## src/pkg/sssp_pkg.sv

```systemverilog
package sssp_pkg;

   // -------------------------------------------------------------------
   // register offsets
   // -------------------------------------------------------------------
   localparam logic [7:0] SSSP_OFS_CTRL = 8'he7;
   localparam logic [7:0] SSSP_OFS_DATA = 8'he8;
   localparam logic [7:0] SSSP_OFS_DIV  = 8'he9;
   localparam logic [7:0] SSSP_OFS_STAT = 8'hea;
   localparam logic [7:0] SSSP_OFS_MASK = 8'heb;

   // -------------------------------------------------------------------
   // reset values
   // -------------------------------------------------------------------
   localparam logic [7:0] SSSP_RST_CTRL = 8'h00;
   localparam logic [7:0] SSSP_RST_DATA = 8'h00;
   localparam logic [7:0] SSSP_RST_DIV  = 8'h00;
   localparam logic [7:0] SSSP_RST_STAT = 8'h00;
   localparam logic [7:0] SSSP_RST_MASK = 8'h00;

   // -------------------------------------------------------------------
   // field positions
   // -------------------------------------------------------------------
   localparam int SSSP_CTL_SRC   = 7; // 1: external shift clock
   localparam int SSSP_CTL_LSB   = 6; // 1: lsb first
   localparam int SSSP_CTL_TXRX  = 5; // 1: transmit and receive
   localparam int SSSP_CTL_EDGE  = 4; // 1: drive rising, sample falling
   localparam int SSSP_CTL_START = 3; // write 1: clear counter, start
   localparam int SSSP_CTL_SEN   = 2; // shifter and counter enable
   localparam int SSSP_CTL_IEN   = 1; // interrupt enable
   localparam int SSSP_CTL_PEND  = 0; // completion pending
   localparam int SSSP_STAT_DONE = 0; // transfer finished
   localparam int SSSP_STAT_LOST = 1; // buffer write refused while busy

   // -------------------------------------------------------------------
   // timing counts
   // -------------------------------------------------------------------
   localparam int SSSP_PRE_DIV   = 4;  // fixed system clock pre-division
   localparam int SSSP_HALF      = SSSP_PRE_DIV / 2;
   localparam logic [2:0] SSSP_LAST_BIT = 3'h7;

   // -------------------------------------------------------------------
   // types
   // -------------------------------------------------------------------
   typedef struct packed {
      logic src_ext;
      logic lsb_first;
      logic txrx;
      logic edge_sel;
      logic start;
      logic shift_en;
      logic irq_en;
      logic pend;
   } sssp_ctl_s;

   typedef struct packed {
      logic [7:0] addr;
      logic [7:0] wdata;
      logic       wr;
      logic       rd;
   } sssp_bus_s;

   typedef enum logic {
      SSSP_IDLE,
      SSSP_SHIFT
   } sssp_state_e;

endpackage : sssp_pkg

```

## src/core/sssp_clkgen.sv

```systemverilog
`timescale 1ns/10ps
`default_nettype none
module sssp_clkgen
   import sssp_pkg::*;
(
   // clock and reset
   input  wire logic       mclk,
   input  wire logic       srst,
   // control
   input  wire logic       run,
   input  wire logic       idle_lvl,
   input  wire logic [7:0] divider,
   // generated clock
   output logic            sck,
   output logic            rise,
   output logic            fall
);

   logic [8:0] cnt;
   logic [8:0] next_cnt;
   logic       next_sck;
   logic [8:0] half_last;
   logic       wrap;

   // -------------------------------------------------------------------
   // half period is 2*(divider+1) system clocks
   // -------------------------------------------------------------------
   assign half_last = {divider, 1'b0} + 9'(SSSP_HALF - 1);
   assign wrap      = run && (cnt == half_last);
   assign rise      = wrap && !sck;
   assign fall      = wrap && sck;

   // next counter and clock level; parked at idle level when stopped
   always_comb begin
      next_cnt = cnt + 9'h001;
      next_sck = sck;
      if (!run) begin
         next_cnt = 9'h000;
         next_sck = idle_lvl;
      end else if (wrap) begin
         next_cnt = 9'h000;
         next_sck = !sck;
      end
   end

   // register stage
   always_ff @(posedge mclk) begin
      if (srst) begin
         cnt <= 9'h000;
         sck <= 1'b1;
      end else begin
         cnt <= next_cnt;
         sck <= next_sck;
      end
   end

endmodule : sssp_clkgen
`default_nettype wire

```

## src/core/sssp_core.sv

```systemverilog
`timescale 1ns/10ps
`default_nettype none
module sssp_core
   import sssp_pkg::*;
(
   // clock and reset
   input  wire logic       mclk,
   input  wire logic       srst,
   // register port
   input  wire sssp_bus_s  bus,
   output logic [7:0]      rdata,
   // serial pins
   input  wire logic       si_in,
   input  wire logic       sck_in,
   output logic            sck_out,
   output logic            sck_oe_n,
   output logic            so_out,
   // interrupt
   output logic            irq
);

   // -------------------------------------------------------------------
   // declarations
   // -------------------------------------------------------------------
   sssp_ctl_s   ctl;
   sssp_ctl_s   next_ctl;
   sssp_state_e state;
   sssp_state_e next_state;
   logic [7:0]  buffer;
   logic [7:0]  next_buffer;
   logic [7:0]  div;
   logic [7:0]  next_div;
   logic [2:0]  cnt;
   logic [2:0]  next_cnt;
   logic [7:0]  evt;
   logic [7:0]  next_evt;
   logic [7:0]  mask;
   logic [7:0]  next_mask;
   logic        so_q;
   logic        next_so_q;
   logic [7:0]  next_rdata;
   logic        si_s1;
   logic        si_s2;
   logic        sck_s1;
   logic        sck_s2;
   logic        sck_s3;
   logic        next_si_s1;
   logic        next_si_s2;
   logic        next_sck_s1;
   logic        next_sck_s2;
   logic        next_sck_s3;
   logic        gen_run;
   logic        gen_sck;
   logic        gen_rise;
   logic        gen_fall;
   logic        rise_ev;
   logic        fall_ev;
   logic        active;
   logic        drive_ev;
   logic        sample_ev;
   logic        done;
   logic [7:0]  evt_set;
   logic [7:0]  evt_clr;

   // -------------------------------------------------------------------
   // decode helpers
   // -------------------------------------------------------------------
   function automatic logic bus_hit(input sssp_bus_s b,
                                    input logic [7:0] ofs);
      return b.addr == ofs;
   endfunction : bus_hit

   // -------------------------------------------------------------------
   // pin synchronisers
   // -------------------------------------------------------------------
   // two stages for data in, a third stage for clock edge detection
   always_comb begin
      next_si_s1  = si_in;
      next_si_s2  = si_s1;
      next_sck_s1 = sck_in;
      next_sck_s2 = sck_s1;
      next_sck_s3 = sck_s2;
   end

   // clock chain resets to the pin's idle high level, so no false edge
   always_ff @(posedge mclk) begin
      if (srst) begin
         si_s1  <= 1'b0;
         si_s2  <= 1'b0;
         sck_s1 <= 1'b1;
         sck_s2 <= 1'b1;
         sck_s3 <= 1'b1;
      end else begin
         si_s1  <= next_si_s1;
         si_s2  <= next_si_s2;
         sck_s1 <= next_sck_s1;
         sck_s2 <= next_sck_s2;
         sck_s3 <= next_sck_s3;
      end
   end

   // -------------------------------------------------------------------
   // internal shift clock
   // -------------------------------------------------------------------
   // runs only while a transfer is live with the internal source
   assign gen_run = active && !ctl.src_ext;

   sssp_clkgen u_clkgen (
      .mclk     (mclk),
      .srst     (srst),
      .run      (gen_run),
      .idle_lvl (!ctl.edge_sel),
      .divider  (div),
      .sck      (gen_sck),
      .rise     (gen_rise),
      .fall     (gen_fall)
   );

   // -------------------------------------------------------------------
   // edge selection
   // -------------------------------------------------------------------
   // pick the edge source, then map edges to drive and sample
   // data in lags the pin by two clocks: a divider of 0 leaves only
   // two clocks per half period, too little setup for the sample edge
   assign rise_ev   = ctl.src_ext ? (sck_s2 && !sck_s3) : gen_rise;
   assign fall_ev   = ctl.src_ext ? (!sck_s2 && sck_s3) : gen_fall;
   assign active    = (state == SSSP_SHIFT) && ctl.shift_en;
   assign drive_ev  = active && (ctl.edge_sel ? rise_ev : fall_ev);
   assign sample_ev = active && (ctl.edge_sel ? fall_ev : rise_ev);
   assign done      = sample_ev && (cnt == SSSP_LAST_BIT);

   // -------------------------------------------------------------------
   // control, buffer and shifter
   // -------------------------------------------------------------------
   always_comb begin
      next_ctl    = ctl;
      next_state  = state;
      next_buffer = buffer;
      next_div    = div;
      next_cnt    = cnt;
      next_so_q   = so_q;

      // shift in on the sample edge, in the selected order
      if (sample_ev) begin
         next_cnt = cnt + 3'h1;
         if (ctl.lsb_first) begin
            next_buffer = {si_s2, buffer[7:1]};
         end else begin
            next_buffer = {buffer[6:0], si_s2};
         end
      end

      // drive out on the other edge, only in duplex mode
      if (drive_ev && ctl.txrx) begin
         next_so_q = ctl.lsb_first ? buffer[0] : buffer[7];
      end

      // byte framing: start arms the shifter, eighth sample parks it
      unique case (state)
         SSSP_IDLE: begin
            next_state = SSSP_IDLE;
         end
         SSSP_SHIFT: begin
            if (done) begin
               next_state = SSSP_IDLE;
            end
         end
      endcase

      // control write; start never reads back, pending only clears
      if (bus.wr && bus_hit(bus, SSSP_OFS_CTRL)) begin
         next_ctl       = sssp_ctl_s'(bus.wdata);
         next_ctl.start = 1'b0;
         next_ctl.pend  = ctl.pend && bus.wdata[SSSP_CTL_PEND];
         if (bus.wdata[SSSP_CTL_START]) begin
            next_cnt   = 3'h0;
            next_state = SSSP_SHIFT;
         end
      end

      // buffer write refused while a byte is on the wire
      if (bus.wr && bus_hit(bus, SSSP_OFS_DATA) && state == SSSP_IDLE) begin
         next_buffer = bus.wdata;
      end

      if (bus.wr && bus_hit(bus, SSSP_OFS_DIV)) begin
         next_div = bus.wdata;
      end

      // completion sets pending last so it beats a clearing write
      if (done) begin
         next_ctl.pend = 1'b1;
      end
   end

   // register control, framing, buffer and shifter
   always_ff @(posedge mclk) begin
      if (srst) begin
         ctl    <= sssp_ctl_s'(SSSP_RST_CTRL);
         state  <= SSSP_IDLE;
         buffer <= SSSP_RST_DATA;
         div    <= SSSP_RST_DIV;
         cnt    <= 3'h0;
         so_q   <= 1'b0;
      end else begin
         ctl    <= next_ctl;
         state  <= next_state;
         buffer <= next_buffer;
         div    <= next_div;
         cnt    <= next_cnt;
         so_q   <= next_so_q;
      end
   end

   // -------------------------------------------------------------------
   // status events and mask
   // -------------------------------------------------------------------
   // events only latch while the interrupt is enabled
   always_comb begin
      next_mask = mask;
      evt_set   = 8'h00;
      evt_clr   = 8'h00;
      if (bus.wr && bus_hit(bus, SSSP_OFS_MASK)) begin
         next_mask = bus.wdata;
      end
      // a buffer write during a transfer is refused and flagged
      if (bus.wr && bus_hit(bus, SSSP_OFS_DATA) && state == SSSP_SHIFT) begin
         evt_set[SSSP_STAT_LOST] = ctl.irq_en;
      end
      if (done) begin
         evt_set[SSSP_STAT_DONE] = ctl.irq_en;
      end
      // status clears on read; a same-cycle event survives
      if (bus.rd && bus_hit(bus, SSSP_OFS_STAT)) begin
         evt_clr = evt;
      end
      next_evt = (evt & ~evt_clr) | evt_set;
   end

   // register status and mask
   always_ff @(posedge mclk) begin
      if (srst) begin
         evt  <= SSSP_RST_STAT;
         mask <= SSSP_RST_MASK;
      end else begin
         evt  <= next_evt;
         mask <= next_mask;
      end
   end

   // -------------------------------------------------------------------
   // read data, valid the cycle after the strobe
   // -------------------------------------------------------------------
   always_comb begin
      next_rdata = 8'h00;
      if (bus.rd) begin
         unique case (bus.addr)
            SSSP_OFS_CTRL: next_rdata = ctl;
            SSSP_OFS_DATA: next_rdata = buffer;
            SSSP_OFS_DIV:  next_rdata = div;
            SSSP_OFS_STAT: next_rdata = evt;
            SSSP_OFS_MASK: next_rdata = mask;
            default:       next_rdata = 8'h00;
         endcase
      end
   end

   // read data register, zero outside the answer cycle
   always_ff @(posedge mclk) begin
      if (srst) begin
         rdata <= 8'h00;
      end else begin
         rdata <= next_rdata;
      end
   end

   // -------------------------------------------------------------------
   // outputs
   // -------------------------------------------------------------------
   // clock pin driven only with the internal source
   assign sck_out  = gen_sck;
   assign sck_oe_n = ctl.src_ext;
   assign so_out   = so_q;
   assign irq      = |(evt & mask);

endmodule : sssp_core
`default_nettype wire

```

## config.mk

```make
export PLATFORM = sky130hd
export DESIGN_NAME = sssp_core
export DESIGN_NICKNAME = d
export VERILOG_FILES = /design/src/pkg/sssp_pkg.sv /design/src/core/sssp_clkgen.sv /design/src/core/sssp_core.sv
export SDC_FILE = /design/constraint.sdc
export NUM_CORES = 1
export LEC_CHECK = 0
export BUFFER_PORTS_ARGS = -buffer_cell sky130_fd_sc_hd__buf_2
export CORE_ASPECT_RATIO = 1.4
export CORE_UTILIZATION = 58
export DETAILED_ROUTE_END_ITERATION = 10
export PLACE_DENSITY = 0.88
export SLEW_MARGIN = 20
export SYNTH_ARGS = -nofsm -noshare
export SYNTH_HDL_FRONTEND = slang
export SYNTH_HIERARCHICAL = 1
export SYNTH_SLANG_ARGS = --single-unit
```

## constraint.sdc

```tcl
create_clock -name mclk -period 2.6 [get_ports mclk]
set_clock_uncertainty 0.1 [all_clocks]
set_input_delay 0.26 -clock mclk [delete_from_list [all_inputs] [get_ports mclk]]
set_output_delay 0.26 -clock mclk [all_outputs]
set_load 0.01 [all_outputs]
```

==> qor.txt, run 1 <==
die width = 64.6 microns
PwrDens = 581 mW/mm^2
Syn. warnings = 6
worst-skew pair later-pin latency = 350 ps
Via density = 6.52
post-synthesis sequential area ratio = 42.1%
worst slew pin tran = 792 ps
CORE AREA = 0.00524 sq mm
diode count = 0
critical path buffer and inverter count = 1
dominant synthesized flop cell = dfxtp_1
Cell Area, Synth = 0.00319 sq mm
fillcell total = 375
Area Growth Syn to Fin = 18.1%
Reg clk slew, reported paths = 70 ps
worst-path fanout max = 7
RSZ-0062 raised after global routing = no
# port buffers = 33
FFs w/ async S/R, synth = 0%
max_cap viols = 0
fin area = 0.00376 sq mm
#FFs+latches synth = 67
Post-synth top cells = dfxtp_1 (67), nor2_1 (37), mux2i_1 (22), nand2_1 (19), a21oi_1 (16)
CTS Buf Count = 9
CP max stage cell = mux4_2
CTS tree = done
leakage = 1.46 nW
count of pins over their slew limit = 0
worst-path cell chain = xnor2_1 > nand4_1 > nor3_4 > and3b_1 > inv_1 > mux4_2 > a2111oi_4 > o31ai_1
top cell type's share of synthesized area = 42.1%
share of layout cells above drive strength 1 = 22.8%
hold_sp = si_in
syn avg cell area = 9.35 sq um
CTS Sinks = 67
Internal Power = 1.70 mW
Root Buffer = clkbuf_8
syn nets = 366
status = finished, final reports clean
Period Utilization, post-route = 98.2%
vias in the first global route = 2835
Initial Utilization = 60.9%
WHS Path Cells = 2
library cells used by synthesis = 48
Clk pwr share = 49.1%
Max-slew headroom = 47.1%
initial antenna violation count = 0
Synth Instances = 341
most frequent cell after synthesis = dfxtp_1
Die Footprint = 0.00580 sq mm
Initial DRC Count = 295
synth top area cells = dfxtp_1 (42%), mux2i_1 (6.9%), nor2_1 (4.4%)
Worst Setup Path Type = reg2reg
Reg area = 0.00135 sq mm
Critical Path RT = 2730 ps
Final GP Congestion = 0.915
Reg power frac = 47.2%
maximum VDD drop = 357 uV
Max stage delay on crit path = 600 ps
CP Capture Type = register
CP Launch Point = u_clkgen/cnt[3]$_SDFF_PP0_
r2r startpoint = u_clkgen/cnt[3]$_SDFF_PP0_
Worst path top cell family by delay = simple AND/OR/NAND/NOR gates
global-route wire length before repair = 13600 microns
DIE HEIGHT = 89.7 microns
Net Sw Power = 486 uW
FMAX = 0.392 GHz
Cell Area, Placed = 0.00341 sq mm
mean routed wirelength per cell = 19.1 microns
cell count of the worst reg-to-reg path = 8
row count = 31
H-tree depth = 3
Multi-input gate area = 0.00181 sq mm
hold path endpoint = next_si_s2$_SDFF_PP0_
DRC = 0
fin crit period = 2550 ps
NumNets Final = 402
drt first pass iters = 5
class of the worst hold path = in2reg
RR Endpoint = buffer[0]$_SDFFE_PP0P_
via count = 2923
pin count of the biggest net entering global routing = 36
Final Hold Fails = 0
final setup TNS = 0 ps
ANT nets after route = 0
Yosys top cell by area = dfxtp_1
hpwl dp = 5590 microns
Post-synth EDFFs = 0
startpoint types = register
total grt overflow = 0
Finish-stage setup viols = 0
switching share of power = 22.2%
CTS Buffer Depth = 2
R2R Setup Slk = 50 ps
total global-route track usage = 31.0%
io pins = 34
Combinational Power Share = 3.7%
CP Data Arrival Time = 2680 ps
Post-Route WL = 8560 microns
==> worst max-delay path by stage <==
stage                        endpoint  slack, ps  depth (start not counted)
6_report       buffer[0]$_SDFFE_PP0P_         50                          8
5_1_grt        buffer[0]$_SDFFE_PP0P_         20                          8
4_1_cts        buffer[0]$_SDFFE_PP0P_          2                          8
3_5_place_dp   buffer[0]$_SDFFE_PP0P_        -60                          8
3_3_place_gp   buffer[2]$_SDFFE_PP0P_        130                          8
2_1_floorplan        state$_SDFF_PP0_        330                          9
==> cell usage in the layout (no fill, tap or decap), drive strengths merged, types with 4 or more instances in the layout <==
cell / synthesis / final
a211oi: 7 / 7
a21oi: 16 / 16
a222oi: 6 / 6
a22o: 6 / 6
a22oi: 5 / 5
and2: 7 / 7
and3: 7 / 7
buf: 8 / 43
clkbuf: 12 / 9
dfxtp: 67 / 67
inv: 6 / 7
mux2: 6 / 6
mux2i: 22 / 22
mux4: 4 / 5
nand2: 19 / 19
nand2b: 4 / 4
nand3: 14 / 14
nand3b: 4 / 4
nand4: 8 / 8
nor2: 37 / 37
nor2b: 10 / 10
nor3: 8 / 8
o21ai: 5 / 5
o22ai: 5 / 5
xnor2: 9 / 9
xor2: 6 / 6
==> timing repair <==
action,CTS,global route
resized for setup,3,11
hold buffers,1,0
setup endpoints to repair,5,7
hold endpoints to repair,1,0
setup buffers,0,1
gates cloned,1,0
pin swaps,0,3
==> routing by layer <==
metal | vias to the layer above | routed length (microns) | GRT usage [%]
met5 | - | 0 | 0
met4 | 0 | 629 | 23.9
met3 | 52 | 649 | 5.71
met2 | 187 | 4120 | 51.2
met1 | 1358 | 3150 | 34.3
li1 | 1326 | - | -
==> power groups by stage <==
| stage | Clock, mW | Sequential, mW | Combinational (mW) |
|---|---|---|---|
| 6_report | 1.07 | 1.03 | 0.0814 |
| 5_1_grt | 1.13 | 1.03 | 0.0847 |
| 4_1_cts | 1.08 | 1.03 | 0.0773 |
| 3_5_place_dp | 0 | 1.06 | 0.0749 |
| 3_3_place_gp | 0 | 1.06 | 0.0739 |
| 2_1_floorplan | 0 | 1.06 | 0.0390 |
==> through the flow <==
step | hold WS (ps) | total power [mW] | setup slack (ps) | util, % | std cells
after detailed placement | 296 | 1.13 | -59.1 | 65.1 | 429
after global placement | 296 | 1.13 | 133 | 65.1 | 429
after CTS | 7.64 | 2.19 | 2.18 | 70.8 | 447
after global routing | 49.5 | 2.25 | 16.1 | 71.9 | 448
after floorplan | 236 | 1.09 | 334 | - | 341
final | 15.9 | 2.19 | 47.7 | 71.9 | 448
==> state kept, by name, summed over array words and instances (netlist names), 3 cells and up <==
signal / cells
ctl: 6
u_clkgen/cnt: 9
mask: 8
buffer: 8
rdata: 8
evt: 8
div: 8
cnt: 3
==> logic make-up (layout without fill, tap and decap cells) <==
logic type,after synthesis,after routing,share of synthesized area [%]
simple gates,134,134,22.1
flops,67,67,42.1
compound gates,64,64,15.0
mux,32,33,11.9
buf+inv,26,66,3.57
xor+xnor,15,15,4.12
fa+ha+maj,3,3,1.18
==> area by class of cell <==
cell class	instances	area share, %
well taps	66	2.19
clock buffers	9	3.29
clock inverters	7	3.33
inverters	6	0.599
flip-flops and latches	67	35.8
repair buffers	44	6.65
multi-input cells	249	48.1
Power figures use the tool's default switching activity.
==> run 2: changes to the inputs <==
--- a/config.mk
+++ b/config.mk
@@ -5,11 +5,14 @@
 export SDC_FILE = /design/constraint.sdc
 export NUM_CORES = 1
 export LEC_CHECK = 0
+export ABC_AREA = 0
 export BUFFER_PORTS_ARGS = -buffer_cell sky130_fd_sc_hd__buf_2
 export CORE_ASPECT_RATIO = 1.4
+export CORE_MARGIN = 2
 export CORE_UTILIZATION = 58
 export DETAILED_ROUTE_END_ITERATION = 10
 export PLACE_DENSITY = 0.88
+export SETUP_SLACK_MARGIN = 0.05
 export SLEW_MARGIN = 20
 export SYNTH_ARGS = -nofsm -noshare
 export SYNTH_HDL_FRONTEND = slang
==> run 2 against run 1 <==
Via count grew 0.79%. Non-clock buffer count is the same. Die area grew 5.4%. Sequential power is essentially flat. Final cell count is the same. Combinational power is essentially flat. Sequential share of layout area grew 0.51 points. Cell area shrank 1.9%. Total power shrank 4.2%. Wire length shrank 0.68%.
==> qor.txt, run 2 (synthesized netlist as in run 1, its figures left out) <==
status = finished, final reports clean
max reg flops = 9 (unchanged)
CP Data Arrival Time = 2580 ps (-100 ps)
H-tree depth = 3 (unchanged)
Critical Path RT = 2740 ps (about the same)
Area Growth Syn to Fin = 15.9%
die width = 66.6 microns (+3.1%)
DRC = 0 (unchanged)
Total Power = 2.10 mW (-4.2%)
Initial Utilization = 60.9% (unchanged)
Final Hold Fails = 0 (unchanged)
total grt overflow = 0 (unchanged)
RSZ-0062 raised after global routing = yes
startpoint types = register
vias in the first global route = 2689 (-5.1%)
via count = 2946 (+0.79%)
Post-Route WL = 8500 microns (-0.68%)
DIE HEIGHT = 91.7 microns (+2.2%)
grt met2 use = 43.3% (-7.9 points)
mean routed wirelength per cell = 19.0 microns (-0.68%)
worst slew pin tran = 747 ps (-44.5 ps)
Die Footprint = 0.00611 sq mm (+5.4%)
PwrDens = 568 mW/mm^2 (-2.4%)
FMAX = 0.410 GHz (+4.6%)
pin count of the biggest net entering global routing = 27 (-25%)
initial antenna violation count = 0 (unchanged)
count of pins over their slew limit = 0 (unchanged)
final setup TNS = 0 ps (unchanged)
Root Buffer = clkbuf_8
leakage = 1.44 nW (-1.0%)
Reg clk slew, reported paths = 80 ps (about the same)
GR peak layer = met2
Period Utilization, post-route = 93.8% (-4.3 points)
worst-path fanout max = 6 (-1)
CTS tree = done
commonest non-fill, non-tap cell in the layout = dfxtp_1
met3 Resource Use GR = 6.50% (+0.79 points)
global-route wire length before repair = 12800 microns (-5.9%)
NumNets Final = 402 (unchanged)
Final GP Congestion = 0.905 (-1.1%)
worst-skew pair later-pin latency = 350 ps (about the same)
# port buffers = 33 (unchanged)
ANT nets after route = 0 (unchanged)
total global-route track usage = 27.6% (-3.5 points)
diode count = 0 (unchanged)
CORE AREA = 0.00524 sq mm (unchanged)
commonest cells after routing, fill and taps aside = dfxtp_1 (67), nor2_1 (37), buf_2 (33)
drt first pass iters = 9 (+4)
CP Capture Type = register
share of layout cells above drive strength 1 = 20.9% (-1.8 points)
Place WS = 48.2 ps (+107 ps)
CTS Buffer Depth = 2 (unchanged)
io pins = 34 (unchanged)
Worst Setup Path Type = reg2reg
maximum VDD drop = 406 uV (+13%)
CTS Buf Count = 9 (unchanged)
class of the worst hold path = in2reg
Via density = 6.58 (+0.79%)
met1 usage = 33.3% (-1.0 points)
fin crit period = 2440 ps (-113 ps)
PnR worst setup slack = 160 ps (+113 ps)
row count = 31 (unchanged)
CTS Sinks = 67 (unchanged)
Max-slew headroom = 50.1% (+3.0 points)
Finish-stage setup viols = 0 (unchanged)
max_cap viols = 0 (unchanged)
Top reg by flops = u_clkgen/cnt
Initial DRC Count = 347 (+18%)
hpwl dp = 5680 microns (+1.6%)
==> run 2: report_power, final <==
| part | total, mW | switching, mW | internal (mW) |
|---|---|---|---|
| clock | 0.982 | 0.436 | 0.546 |
| combinational | 0.0814 | 0.0535 | 0.0280 |
| sequential | 1.03 | 0.00316 | 1.03 |
| total | 2.10 | 0.493 | 1.60 |
==> run 2: worst paths after layout <==
| kind | from | endpoint | slack, ps | cells after the start |
|---|---|---|---|---|
| setup reg to reg | u_clkgen/cnt[3]$_SDFF_PP0_ | buffer[0]$_SDFFE_PP0P_ | 160 | 8 |
| setup / recovery | u_clkgen/cnt[3]$_SDFF_PP0_ | buffer[0]$_SDFFE_PP0P_ | 160 | 8 |
| hold reg to reg | next_sck_s2$_SDFF_PP1_ | next_sck_s3$_SDFF_PP1_ | 320 | 1 |
| hold / removal | si_in | next_si_s2$_SDFF_PP0_ | 20 | 2 |
==> run 2: what timing repair did <==
action                                  in CTS  in global routing
setup buffers                                0                  2
gates resized for setup                      1                  4
pin swaps                                    0                  1
endpoints found under the setup margin       1                  6
gates cloned                                 0                  1
hold buffers                                 1                  0
hold endpoints to repair                     1                  0
==> run 2: metrics by stage <==
stage          util [%]  hold WS, ps  instances  instance area [sq um]
6_report           70.5         20.8        448                   3690
5_1_grt            70.5         64.5        448                   3690
4_1_cts            69.5         20.3        445                   3640
3_5_place_dp       65.0          297        428                   3400
3_3_place_gp       65.0          301        428                   3400
2_1_floorplan         -          236        341                   3190
==> run 2: critical path: stages, from the launching register on <==
cell and delay [ps]:
dfxtp_1 420, xnor2_1 140, nand4_1 210, nor3_2 170, and3_1 210, inv_1 80, mux4_2 550, a2111oi_1 360
o31ai_1 100
==> run 2: layout make-up <==
class | instances | area (sq um)
multi-input cells | 249 | 1770
clock buffers | 9 | 124
well taps | 66 | 82.6
clock inverters | 7 | 101
flip-flops and latches | 67 | 1340
fillers | 383 | 1540
repair buffers | 44 | 250
inverters | 6 | 22.5
==> run 2: routing by layer <==
layer | wire length, microns | part of all wire, % | vias up
met5 | 0 | 0 | -
met4 | 466 | 5.5 | 0
met3 | 738 | 8.7 | 44
met2 | 3990 | 47 | 199
met1 | 3300 | 39 | 1373
li1 | - | - | 1330
